`src/design/cfg_base_pkg.sv`:
```
// Constants for the configuration-port base relocation register bank
//
// Notes on behaviour
// [RL1] Registers reachable only in configuration state with select index equal to their index.
// [RL2] Three 8-bit read/write test-control registers, all bits reserved, reset to 0x00.
// [RL3] Host software must never activate test modes; they may misbehave.
// [RL4] Low base register holds base bits 7..0; high register bits 2..0 hold 10..8.
// [RL5] Port access decodes only when host address bits 15..11 are all zero.
// [RL6] Base is even: low register bit 0 reads zero, cannot be written.
// [RL7] Power-on and hard reset load low base 0x2E or 0x4E by strap, high 0x00.
// [RL8] Host writes the new low byte first, then the high base register.
// [RL9] Writing the high register makes the decoder use stored low plus written high.
// [RL10] High base register bits 7..3 read zero; writes to them are ignored.
// [RL11] Index 0x14 is reserved; its value after power-up is undefined.
// [RL12] Base is the index port, base plus one the data port; compare bits 10..1.
package cfg_base_pkg;
    localparam logic [7:0] IDX_TEST_CONTROL_A = 8'h0f;
    localparam logic [7:0] IDX_TEST_CONTROL_B = 8'h10;
    localparam logic [7:0] IDX_TEST_CONTROL_C = 8'h11;
    localparam logic [7:0] IDX_BASE_LOW       = 8'h12;
    localparam logic [7:0] IDX_BASE_HIGH      = 8'h13;
    localparam logic [7:0] IDX_RESERVED_14    = 8'h14;
    localparam logic [7:0] RST_TEST_CONTROL   = 8'h00;
    localparam logic [7:0] RST_BASE_LOW_S0    = 8'h2e;
    localparam logic [7:0] RST_BASE_LOW_S1    = 8'h4e;
    localparam logic [7:0] RST_BASE_HIGH      = 8'h00;
    localparam logic [7:0] MASK_BASE_LOW      = 8'hfe;
    localparam logic [7:0] MASK_BASE_HIGH     = 8'h07;
    localparam logic [7:0] RESERVED_READ      = 8'h00;
    localparam logic [1:0] SYNC_FILL_EDGES    = 2'h3;
endpackage : cfg_base_pkg

```
`src/design/config_port_base_relocation.sv`:
```
// Configuration-port base relocation registers and host port decoder
`timescale 1ns/1ps
module config_port_base_relocation
    import cfg_base_pkg::*;
(
    // Clock, reset, enable
    input  wire logic        i_clk,
    input  wire logic        i_rst_n,
    input  wire logic        i_ce,
    // Hard reset (synchronous, same clock) and strap pin
    input  wire logic        i_hard_reset,
    input  wire logic        i_base_strap_select,
    // Configuration unit access
    input  wire logic        i_config_state,
    input  wire logic [7:0]  i_config_select_index,
    input  wire logic        i_wr,
    input  wire logic        i_rd,
    input  wire logic [7:0]  i_wdata,
    output logic      [7:0]  o_rdata,
    output logic             o_hit,
    // Host I/O address decode
    input  wire logic [15:0] i_io_addr,
    output logic             o_index_port_hit,
    output logic             o_data_port_hit,
    // Active base for observation
    output logic      [10:0] o_config_base
);

////////////////////////////////////////////////////////////////////////////////
typedef struct packed {
    logic [2:0]  strap_sync;
    logic        strap;
    logic [1:0]  fill;
    logic        load_pending;
    logic [7:0]  test_a;
    logic [7:0]  test_b;
    logic [7:0]  test_c;
    logic [7:0]  base_low;
    logic [7:0]  base_high;
    logic [10:0] active_base;
    logic [7:0]  rdata;
    logic        hit;
} state_s;

state_s cur;
state_s next_cur;

logic sel_a;
logic sel_b;
logic sel_c;
logic sel_low;
logic sel_high;
logic sel_res;
logic [7:0] strap_low;
logic       upper_zero;
logic       base_match;

////////////////////////////////////////////////////////////////////////////////
always_comb
begin
    next_cur  = cur;
    // Strap is off-domain: count a change once stages two and three agree
    next_cur.strap_sync = {cur.strap_sync[1:0], i_base_strap_select};
    if (cur.strap_sync[1] == cur.strap_sync[2])
    begin
        next_cur.strap = cur.strap_sync[2];
    end
    // Stages start at zero, so agreement means nothing until the pipe has filled
    if (cur.fill != SYNC_FILL_EDGES)
    begin
        next_cur.fill = 2'(cur.fill + 2'h1);
    end
    strap_low = next_cur.strap ? RST_BASE_LOW_S1 : RST_BASE_LOW_S0;
    sel_a    = i_config_state && (i_config_select_index == IDX_TEST_CONTROL_A); // RL1
    sel_b    = i_config_state && (i_config_select_index == IDX_TEST_CONTROL_B); // RL1
    sel_c    = i_config_state && (i_config_select_index == IDX_TEST_CONTROL_C); // RL1
    sel_low  = i_config_state && (i_config_select_index == IDX_BASE_LOW);       // RL1
    sel_high = i_config_state && (i_config_select_index == IDX_BASE_HIGH);      // RL1
    sel_res  = i_config_state && (i_config_select_index == IDX_RESERVED_14);    // RL11
    next_cur.hit = 1'b0;
    if (cur.load_pending || i_hard_reset)
    begin
        // Strap sampled after reset release, so a settled pin sets the base
        next_cur.load_pending = cur.load_pending &&
                                ((cur.fill != SYNC_FILL_EDGES) ||
                                 (cur.strap_sync[1] != cur.strap_sync[2]));
        next_cur.base_low     = strap_low & MASK_BASE_LOW;                     // RL7
        next_cur.base_high    = RST_BASE_HIGH;                                 // RL7
        next_cur.active_base  = {RST_BASE_HIGH[2:0], strap_low & MASK_BASE_LOW}; // RL7
        next_cur.rdata        = RESERVED_READ;
    end
    else
    begin
        if (i_wr)
        begin
            if (sel_a)
            begin
                next_cur.test_a = i_wdata; // RL2
            end
            if (sel_b)
            begin
                next_cur.test_b = i_wdata; // RL2
            end
            if (sel_c)
            begin
                next_cur.test_c = i_wdata; // RL2
            end
            if (sel_low)
            begin
                // Stored only; the decoder keeps the old base until a high write
                next_cur.base_low = i_wdata & MASK_BASE_LOW; // RL6
            end
            if (sel_high)
            begin
                next_cur.base_high   = i_wdata & MASK_BASE_HIGH;                // RL10
                next_cur.active_base = {i_wdata[2:0], cur.base_low};            // RL9 RL4
            end
        end
        if (i_rd)
        begin
            if (i_config_state)
            begin
                case (i_config_select_index)
                    IDX_TEST_CONTROL_A: next_cur.rdata = cur.test_a;    // RL2
                    IDX_TEST_CONTROL_B: next_cur.rdata = cur.test_b;    // RL2
                    IDX_TEST_CONTROL_C: next_cur.rdata = cur.test_c;    // RL2
                    IDX_BASE_LOW:       next_cur.rdata = cur.base_low;  // RL6
                    IDX_BASE_HIGH:      next_cur.rdata = cur.base_high; // RL10
                    default:            next_cur.rdata = RESERVED_READ; // RL11
                endcase
            end
            else
            begin
                // Outside configuration state nothing here answers
                next_cur.rdata = RESERVED_READ; // RL1
            end
        end
        next_cur.hit = (i_rd || i_wr) && (sel_a || sel_b || sel_c || sel_low || sel_high || sel_res);
    end
end

always_ff @(posedge i_clk or negedge i_rst_n)
begin
    if (!i_rst_n)
    begin
        cur.strap_sync   <= 3'h0;
        cur.strap        <= 1'b0;
        cur.fill         <= 2'h0;
        cur.load_pending <= 1'b1;
        cur.test_a       <= RST_TEST_CONTROL; // RL2
        cur.test_b       <= RST_TEST_CONTROL; // RL2
        cur.test_c       <= RST_TEST_CONTROL; // RL2
        cur.base_low     <= RST_BASE_LOW_S0;
        cur.base_high    <= RST_BASE_HIGH;
        cur.active_base  <= {RST_BASE_HIGH[2:0], RST_BASE_LOW_S0};
        cur.rdata        <= RESERVED_READ;
        cur.hit          <= 1'b0;
    end
    else if (i_ce)
    begin
        cur <= next_cur;
    end
end

////////////////////////////////////////////////////////////////////////////////
// Decode is combinational so the host cycle sees the match immediately
always_comb
begin
    upper_zero = (i_io_addr[15:11] == 5'h00);                 // RL5
    base_match = (i_io_addr[10:1] == cur.active_base[10:1]);  // RL12
end

assign o_index_port_hit = upper_zero && base_match && !i_io_addr[0]; // RL12
assign o_data_port_hit  = upper_zero && base_match && i_io_addr[0];  // RL12
assign o_rdata          = cur.rdata;
assign o_hit            = cur.hit;
assign o_config_base    = cur.active_base;

endmodule : config_port_base_relocation

```
`config.mk`:
```
export PLATFORM = sky130hd
export DESIGN_NAME = config_port_base_relocation
export DESIGN_NICKNAME = d
export VERILOG_FILES = /design/src/design/cfg_base_pkg.sv /design/src/design/config_port_base_relocation.sv
export SDC_FILE = /design/constraint.sdc
export NUM_CORES = 1
export LEC_CHECK = 0
export CORE_MARGIN = 2
export CORE_UTILIZATION = 36
export CTS_CLUSTER_DIAMETER = 30
export DETAILED_ROUTE_END_ITERATION = 6
export DONT_BUFFER_PORTS = 1
export PLACE_DENSITY_LB_ADDON = 0.2
export SYNTH_ARGS = -nofsm -noshare
export SYNTH_HDL_FRONTEND = slang
export SYNTH_SLANG_ARGS = --single-unit
```
`constraint.sdc`:
```
create_clock -name i_clk -period 3.2 [get_ports i_clk]
set_clock_uncertainty 0.2 [all_clocks]
set_input_delay 0.96 -clock i_clk [delete_from_list [all_inputs] [get_ports i_clk]]
set_output_delay 0.96 -clock i_clk [all_outputs]
set_load 0.02 [all_outputs]
```
==> results of run 1 <==
layout make-up:
class / instances / area share [%]
clock inverters: 1 / 0.959
well taps: 102 / 4.08
inverters: 9 / 1.08
clock buffers: 15 / 6.27
flip-flops and latches: 57 / 45.9
repair buffers: 9 / 2.16
multi-input cells: 159 / 39.5
cells in the mapped netlist, types with 2 or more instances:
library cell	n	area share [%]
dfrtp_1	48	41
mux2_2	33	13
buf_4	19	4.9
nand2_1	18	2.3
o21ai_0	18	3.1
xnor2_1	11	3.3
a22oi_1	10	2.6
dfstp_2	9	8.1
inv_1	9	1.2
nor2_1	8	1.0
nor3_1	7	1.2
a22o_1	6	1.8
clkbuf_1	4	0.52
nand4_1	4	0.86
a32oi_1	3	0.90
buf_2	3	0.52
nor4_1	3	0.64
o21ai_1	3	0.52
o22a_1	3	0.90
a21oi_1	2	0.34
a31oi_1	2	0.43
buf_1	2	0.26
buf_6	2	0.77
mux4_2	2	1.5
nand3_1	2	0.34
nand4_2	2	0.86
layer usage:
| layer | GRT usage [%] | wire (um) | share of wire [%] |
|---|---|---|---|
| met5 | 0 | 0 | 0 |
| met4 | 5.19 | 127 | 1.9 |
| met3 | 7.14 | 506 | 7.5 |
| met2 | 25.0 | 3150 | 47 |
| met1 | 21.1 | 2970 | 44 |
per-stage QoR:
step | area (um^2) | hold WS (ns) | util [%] | std cells
2_1_floorplan | 2910 | 0.235 | - | 255
3_3_place_gp | 2900 | 0.254 | 37.4 | 336
3_5_place_dp | 2900 | 0.257 | 37.4 | 336
4_1_cts | 3130 | 0.0934 | 40.3 | 352
5_1_grt | 3130 | 0.0874 | 40.3 | 352
6_report | 3130 | 0.111 | 40.3 | 352
logic make-up (layout without fill, tap and decap cells):
kind of cell | count (synthesis) | count (layout)
DFF | 57 | 57
buffers and inverters | 39 | 34
muxes | 35 | 35
adders and majority gates | 2 | 2
AOI/OAI and AO/OA | 54 | 54
xor gates and xnor gates | 12 | 12
and+or+nand+nor | 55 | 55
other | 1 | 1
flip-flops by register name (all words and copies together), names as in the netlist:
name           cells
o_hit              1
o_rdata            8
cur               40
o_config_base      8
report_power, final:
group | internal [mW] | switching [mW] | total, mW
registers | 0.822 | 0.0915 | 0.914
logic | 0.0976 | 0.0963 | 0.194
clock network | 0.467 | 0.276 | 0.743
total | 1.39 | 0.464 | 1.85
worst min path at each step:
stage / endpoint / from / cells past startpoint / slack (ns)
after floorplan: cur[60] / cur[60] / 2 / 0.24
after global placement: cur[60] / cur[60] / 2 / 0.25
after detailed placement: cur[60] / cur[60] / 2 / 0.26
after CTS: cur[21] / i_rst_n / 0 / 0.09
after global routing: cur[21] / i_rst_n / 0 / 0.09
final: cur[21] / i_rst_n / 0 / 0.11
==> impl_metrics.json, run 1 <==
{
  "status": "completed",
  "crit_buf_inv": 1,
  "post_cts_buffers": 0,
  "worst_pin_slew_ns": 0.573,
  "synthDistinctLibCells": 48,
  "totalWireLength_um": 6740,
  "final_common_cell": "dfrtp_1",
  "slowest_stage": "nor4_1",
  "ir_drop_mv": 0.342,
  "final_antenna_net_count": 0,
  "grt_overflow": 0,
  "place_congestion": 0.756,
  "grt_start_max_net_pins": 58,
  "hold_buffers": 0,
  "cts_tree": "built",
  "rsz0062_at_grt": "false",
  "layout_common_cells": "dfrtp_1, mux2_2, nand2_1, o21ai_0, clkbuf_8",
  "path_cells": "nor3_1, nand4_1, nor4_1, buf_4",
  "io_pins": 62,
  "synth_ff_type": "dfrtp_1",
  "ys_async_sr_fraction_pct": 100,
  "critPathTopFamily": "simple AND/OR/NAND/NOR gates",
  "avgRoutedWirePerCell_um": 19.2,
  "max_stage_delay_ns": 0.28,
  "die_w_um": 93.9,
  "finalHoldViolations": 0,
  "fmax_ghz": 0.347,
  "period_share_pct": 90.1,
  "finalPower_mw": 1.85,
  "crit_end": "o_data_port_hit",
  "clock_latency_ns": 0.33,
  "p_leak_nw": 1.40,
  "vias_per_cell": 5.49,
  "clock_path_buffers": 2,
  "synth_xor_area_share_pct": 3.61,
  "crit_path_end_kind": "primary output",
  "rows": 32,
  "synth_compound_area_share_pct": 12.7,
  "fin_ws_ns": 0.317,
  "cp.required_ns": 2.04,
  "setup_viol": 0,
  "h-tree-depth": 3,
  "floorplan.core_area_mm2": 0.00777,
  "initial_core_util_pct": 37.5,
  "drc_errors": 0,
  "maxCapViolCount": 0,
  "cts_resized": 0,
  "ff_latch_area_mm2": 0.00144,
  "synth_fp_nets": 296,
  "die_area_mm2": 0.00882,
  "antenna_found_initial": 0,
  "start_kind": "input port",
  "drive_gt1_share_pct": 29.6,
  "grt_pass1_vias": 1919,
  "drt_pass1_iterations": 4,
  "cp.arrival_ns": 1.72,
  "synth-adder-area-share_pct": 0.774,
  "reg2reg_slack_ns": 1.07,
  "layout.nets": 286,
  "dp_slack_ns": 0.305,
  "crit_type": "in2out",
  "track_usage_pct": 16.5,
  "r2r_start": "cur[60]",
  "syn_to_final_growth_pct": 7.52,
  "routed-via-count": 1934,
  "fill_cells": 758,
  "synthCells": 255,
  "startpoint": "i_io_addr[11]",
  "grt_pass1_wl_um": 10800,
  "multi_input_area_mm2": 0.00124,
  "cts_buffers": 9,
  "r2r_cells": 4,
  "synth-edff-count": 0,
  "netlist_area_mm2": 0.00291,
  "hold_path.class": "in2async",
  "cts.sinks": 57,
  "path_depth": 4,
  "relSlewSlack_pct": 61.5,
  "drtIter0Drc": 105,
  "p_per_area_mw_per_mm2": 591,
  "synth.area.mux_share_pct": 14.3,
  "fin_crit_ns": 2.88,
  "clkTransAtPathRegs_ns": 0.07,
  "diodes": 0,
  "yosysSeqAreaShare_pct": 49.4,
  "dp_hpwl_um": 4790,
  "yosysWarnings": 0,
  "root_buffer": "clkbuf_8",
  "port_buffers": 0,
  "drv_slew": 0,
  "ys_ff_latch": 57,
  "reg2reg_to": "cur[39]",
  "synth_top_family_by_area": "multiplexers",
  "critPathMaxFanout": 2,
  "yosys.area_share.simple_pct": 11.0,
  "die_h_um": 93.9,
  "synth_area_per_cell_um2": 11.4,
  "tns_ns": 0
}
No activity file was read; power rests on OpenSTA's default activity.
==> inputs of run 2 (changes only) <==
Settings changed: ABC_AREA from default to 1.
==> impl_metrics.json, run 2 <==
{
  "regMostFlops": "cur",
  "synth-edff-count": 0,
  "track_usage_pct": 16.4,
  "cts_buffers": 9,
  "synthCells": 408,
  "ys_ff_latch": 57,
  "rsz0062_at_grt": "false",
  "fmax_ghz": 0.330,
  "yosysTopAreaCellShare_pct": 36.9,
  "fill_cells": 926,
  "layout_common_cells": "nand2_1, dfrtp_1, inv_1",
  "die_w_um": 99.1,
  "drtIter0Drc": 144,
  "synth_fp_nets": 449,
  "avgRoutedWirePerCell_um": 14.5,
  "rows": 34,
  "synth_ff_type": "dfrtp_1",
  "cp.arrival_ns": 1.87,
  "cts_resized": 0,
  "dpl_cell_area_mm2": 0.00320,
  "final_common_cell": "nand2_1",
  "drive_gt1_share_pct": 19.8,
  "yosysSeqAreaShare_pct": 44.2,
  "crit_path_end_kind": "primary output",
  "post_cts_buffers": 0,
  "synthDistinctLibCells": 35,
  "die_h_um": 99.1,
  "ys_async_sr_fraction_pct": 100,
  "start_kind": "input port",
  "place_congestion": 0.809,
  "drt_pass1_iterations": 4,
  "yosysWarnings": 0,
  "syn_to_final_growth_pct": 4.08,
  "dp_slack_ns": 0.157,
  "grt_start_max_net_pins": 58,
  "yosysTopAreaCell": "dfrtp_1",
  "synth_common_cells": "nand2_1, dfrtp_1, inv_1",
  "grt_overflow": 0,
  "netlist_area_mm2": 0.00325,
  "tns_ns": 0,
  "finalHoldViolations": 0,
  "fin_crit_ns": 3.03,
  "dp_hpwl_um": 5400,
  "setup_viol": 0,
  "vias_per_cell": 4.88,
  "worst_pin_slew_ns": 0.729,
  "critPathMaxFanout": 2,
  "clock_latency_ns": 0.34,
  "status": "completed",
  "root_buffer": "clkbuf_8",
  "r2r_cells": 6,
  "fin_ws_ns": 0.171,
  "cp.required_ns": 2.04,
  "grt_pass1_vias": 2512,
  "initial_core_util_pct": 37.1,
  "maxCapViolCount": 0,
  "clock_path_buffers": 2,
  "finalPower_mw": 2.01,
  "synth_area_per_cell_um2": 7.97,
  "diodes": 0,
  "clkTransAtPathRegs_ns": 0.06,
  "cts_tree": "built",
  "hold_buffers": 0,
  "period_share_pct": 94.6,
  "synth.most_common_cell": "nand2_1",
  "hold_path.class": "in2async",
  "p_leak_nw": 1.67,
  "routed-via-count": 2474,
  "floorplan.core_area_mm2": 0.00876,
  "cts.sinks": 57,
  "p_per_area_mw_per_mm2": 594,
  "largest_reg_flops": 40,
  "totalWireLength_um": 7350,
  "final_antenna_net_count": 0,
  "io_pins": 62,
  "relSlewSlack_pct": 51.2,
  "crit_type": "in2out",
  "drc_errors": 0,
  "layout.nets": 436,
  "die_area_mm2": 0.00981,
  "ir_drop_mv": 0.181,
  "port_buffers": 0,
  "grt_pass1_wl_um": 12500,
  "antenna_found_initial": 0,
  "synth.area.top_cells": "dfrtp_1, nand2_1, o21ai_2, dfstp_2, buf_4",
  "drv_slew": 0,
  "h-tree-depth": 3,
  "finish.instance_area_mm2": 0.00339
}
run 2: cell types whose count changed in the layout (fill, tap and decap cells not counted), moves of 10 or more:
cell     previous run  this run
nand3_1             2        32
mux2_2             33         1
nand2_1            18       133
nor2_1              8        29
a22oi_1            10         0
inv_1               9        37
o21ai_2             0        31
o21ai_0            18         8
run 2: worst paths after layout:
kind / from / slack, ns / to
hold / removal: i_rst_n / 0.11 / cur[57]
max in group asynchronous: i_rst_n / 2.47 / o_config_base[1]
setup / recovery: i_io_addr[14] / 0.17 / o_index_port_hit
min in group i_clk: cur[33] / 0.26 / cur[33]
hold reg to reg: cur[33] / 0.26 / cur[33]
setup reg to reg: cur[60] / 1.14 / cur[34]
run 2: critical path, stage by stage:
cell	delay [ns]
or2_2	0.27
nor3_1	0.17
nand2_1	0.07
nor2_1	0.10
nand2_1	0.06
nor2_1	0.09
buf_4	0.14
run 2: report_power, final:
part	switching [mW]	leakage [nW]	internal [mW]	total (mW)
sequential	0.173	0.749	0.874	1.05
combinational	0.202	0.830	0.141	0.343
clock	0.283	0.0915	0.339	0.622
total	0.658	1.67	1.35	2.01
run 2: per-stage QoR:
| step | hold slack, ns | utilization (%) | std cells |
|---|---|---|---|
| after CTS | 0.0931 | 38.6 | 507 |
| final | 0.115 | 38.6 | 507 |
| after global routing | 0.0841 | 38.6 | 507 |
| after global placement | 0.236 | 36.6 | 492 |
| after floorplan | 0.227 | - | 408 |
| after detailed placement | 0.248 | 36.6 | 492 |
run 2: layer usage:
| layer | part of all wire, % | vias up | global-route usage, % | routed length [um] |
|---|---|---|---|---|
| met5 | 0 | - | 0 | 0 |
| met4 | 1.8 | 0 | 6.95 | 129 |
| met3 | 5.7 | 12 | 5.04 | 422 |
| met2 | 46 | 62 | 26.6 | 3410 |
| met1 | 46 | 1145 | 20.3 | 3390 |
| li1 | - | 1255 | - | - |
run 2: cell type report:
cell class	instances	area, um^2	share of cell area [%]
multi-input cells	283	1440	42.6
clock inverters	2	12.5	0.370
inverters	38	143	4.21
well taps	108	135	3.99
flip-flops and latches	57	1440	42.5
repair buffers	6	45.0	1.33
clock buffers	13	169	4.99
run 2: logic make-up (layout without fill, tap and decap cells):
family / after synthesis / count (layout) / synth area share (%)
flip-flops: 57 / 57 / 44.2
AND/OR/NAND/NOR: 221 / 221 / 30.0
multiplexers: 1 / 1 / 0.346
adder cells (fa/ha/maj): 1 / 1 / 0.385
XOR/XNOR: 3 / 3 / 0.808
other: 1 / 1 / 0.115
AO/OA/AOI/OAI: 56 / 56 / 12.7
buffers and inverters: 68 / 59 / 11.4
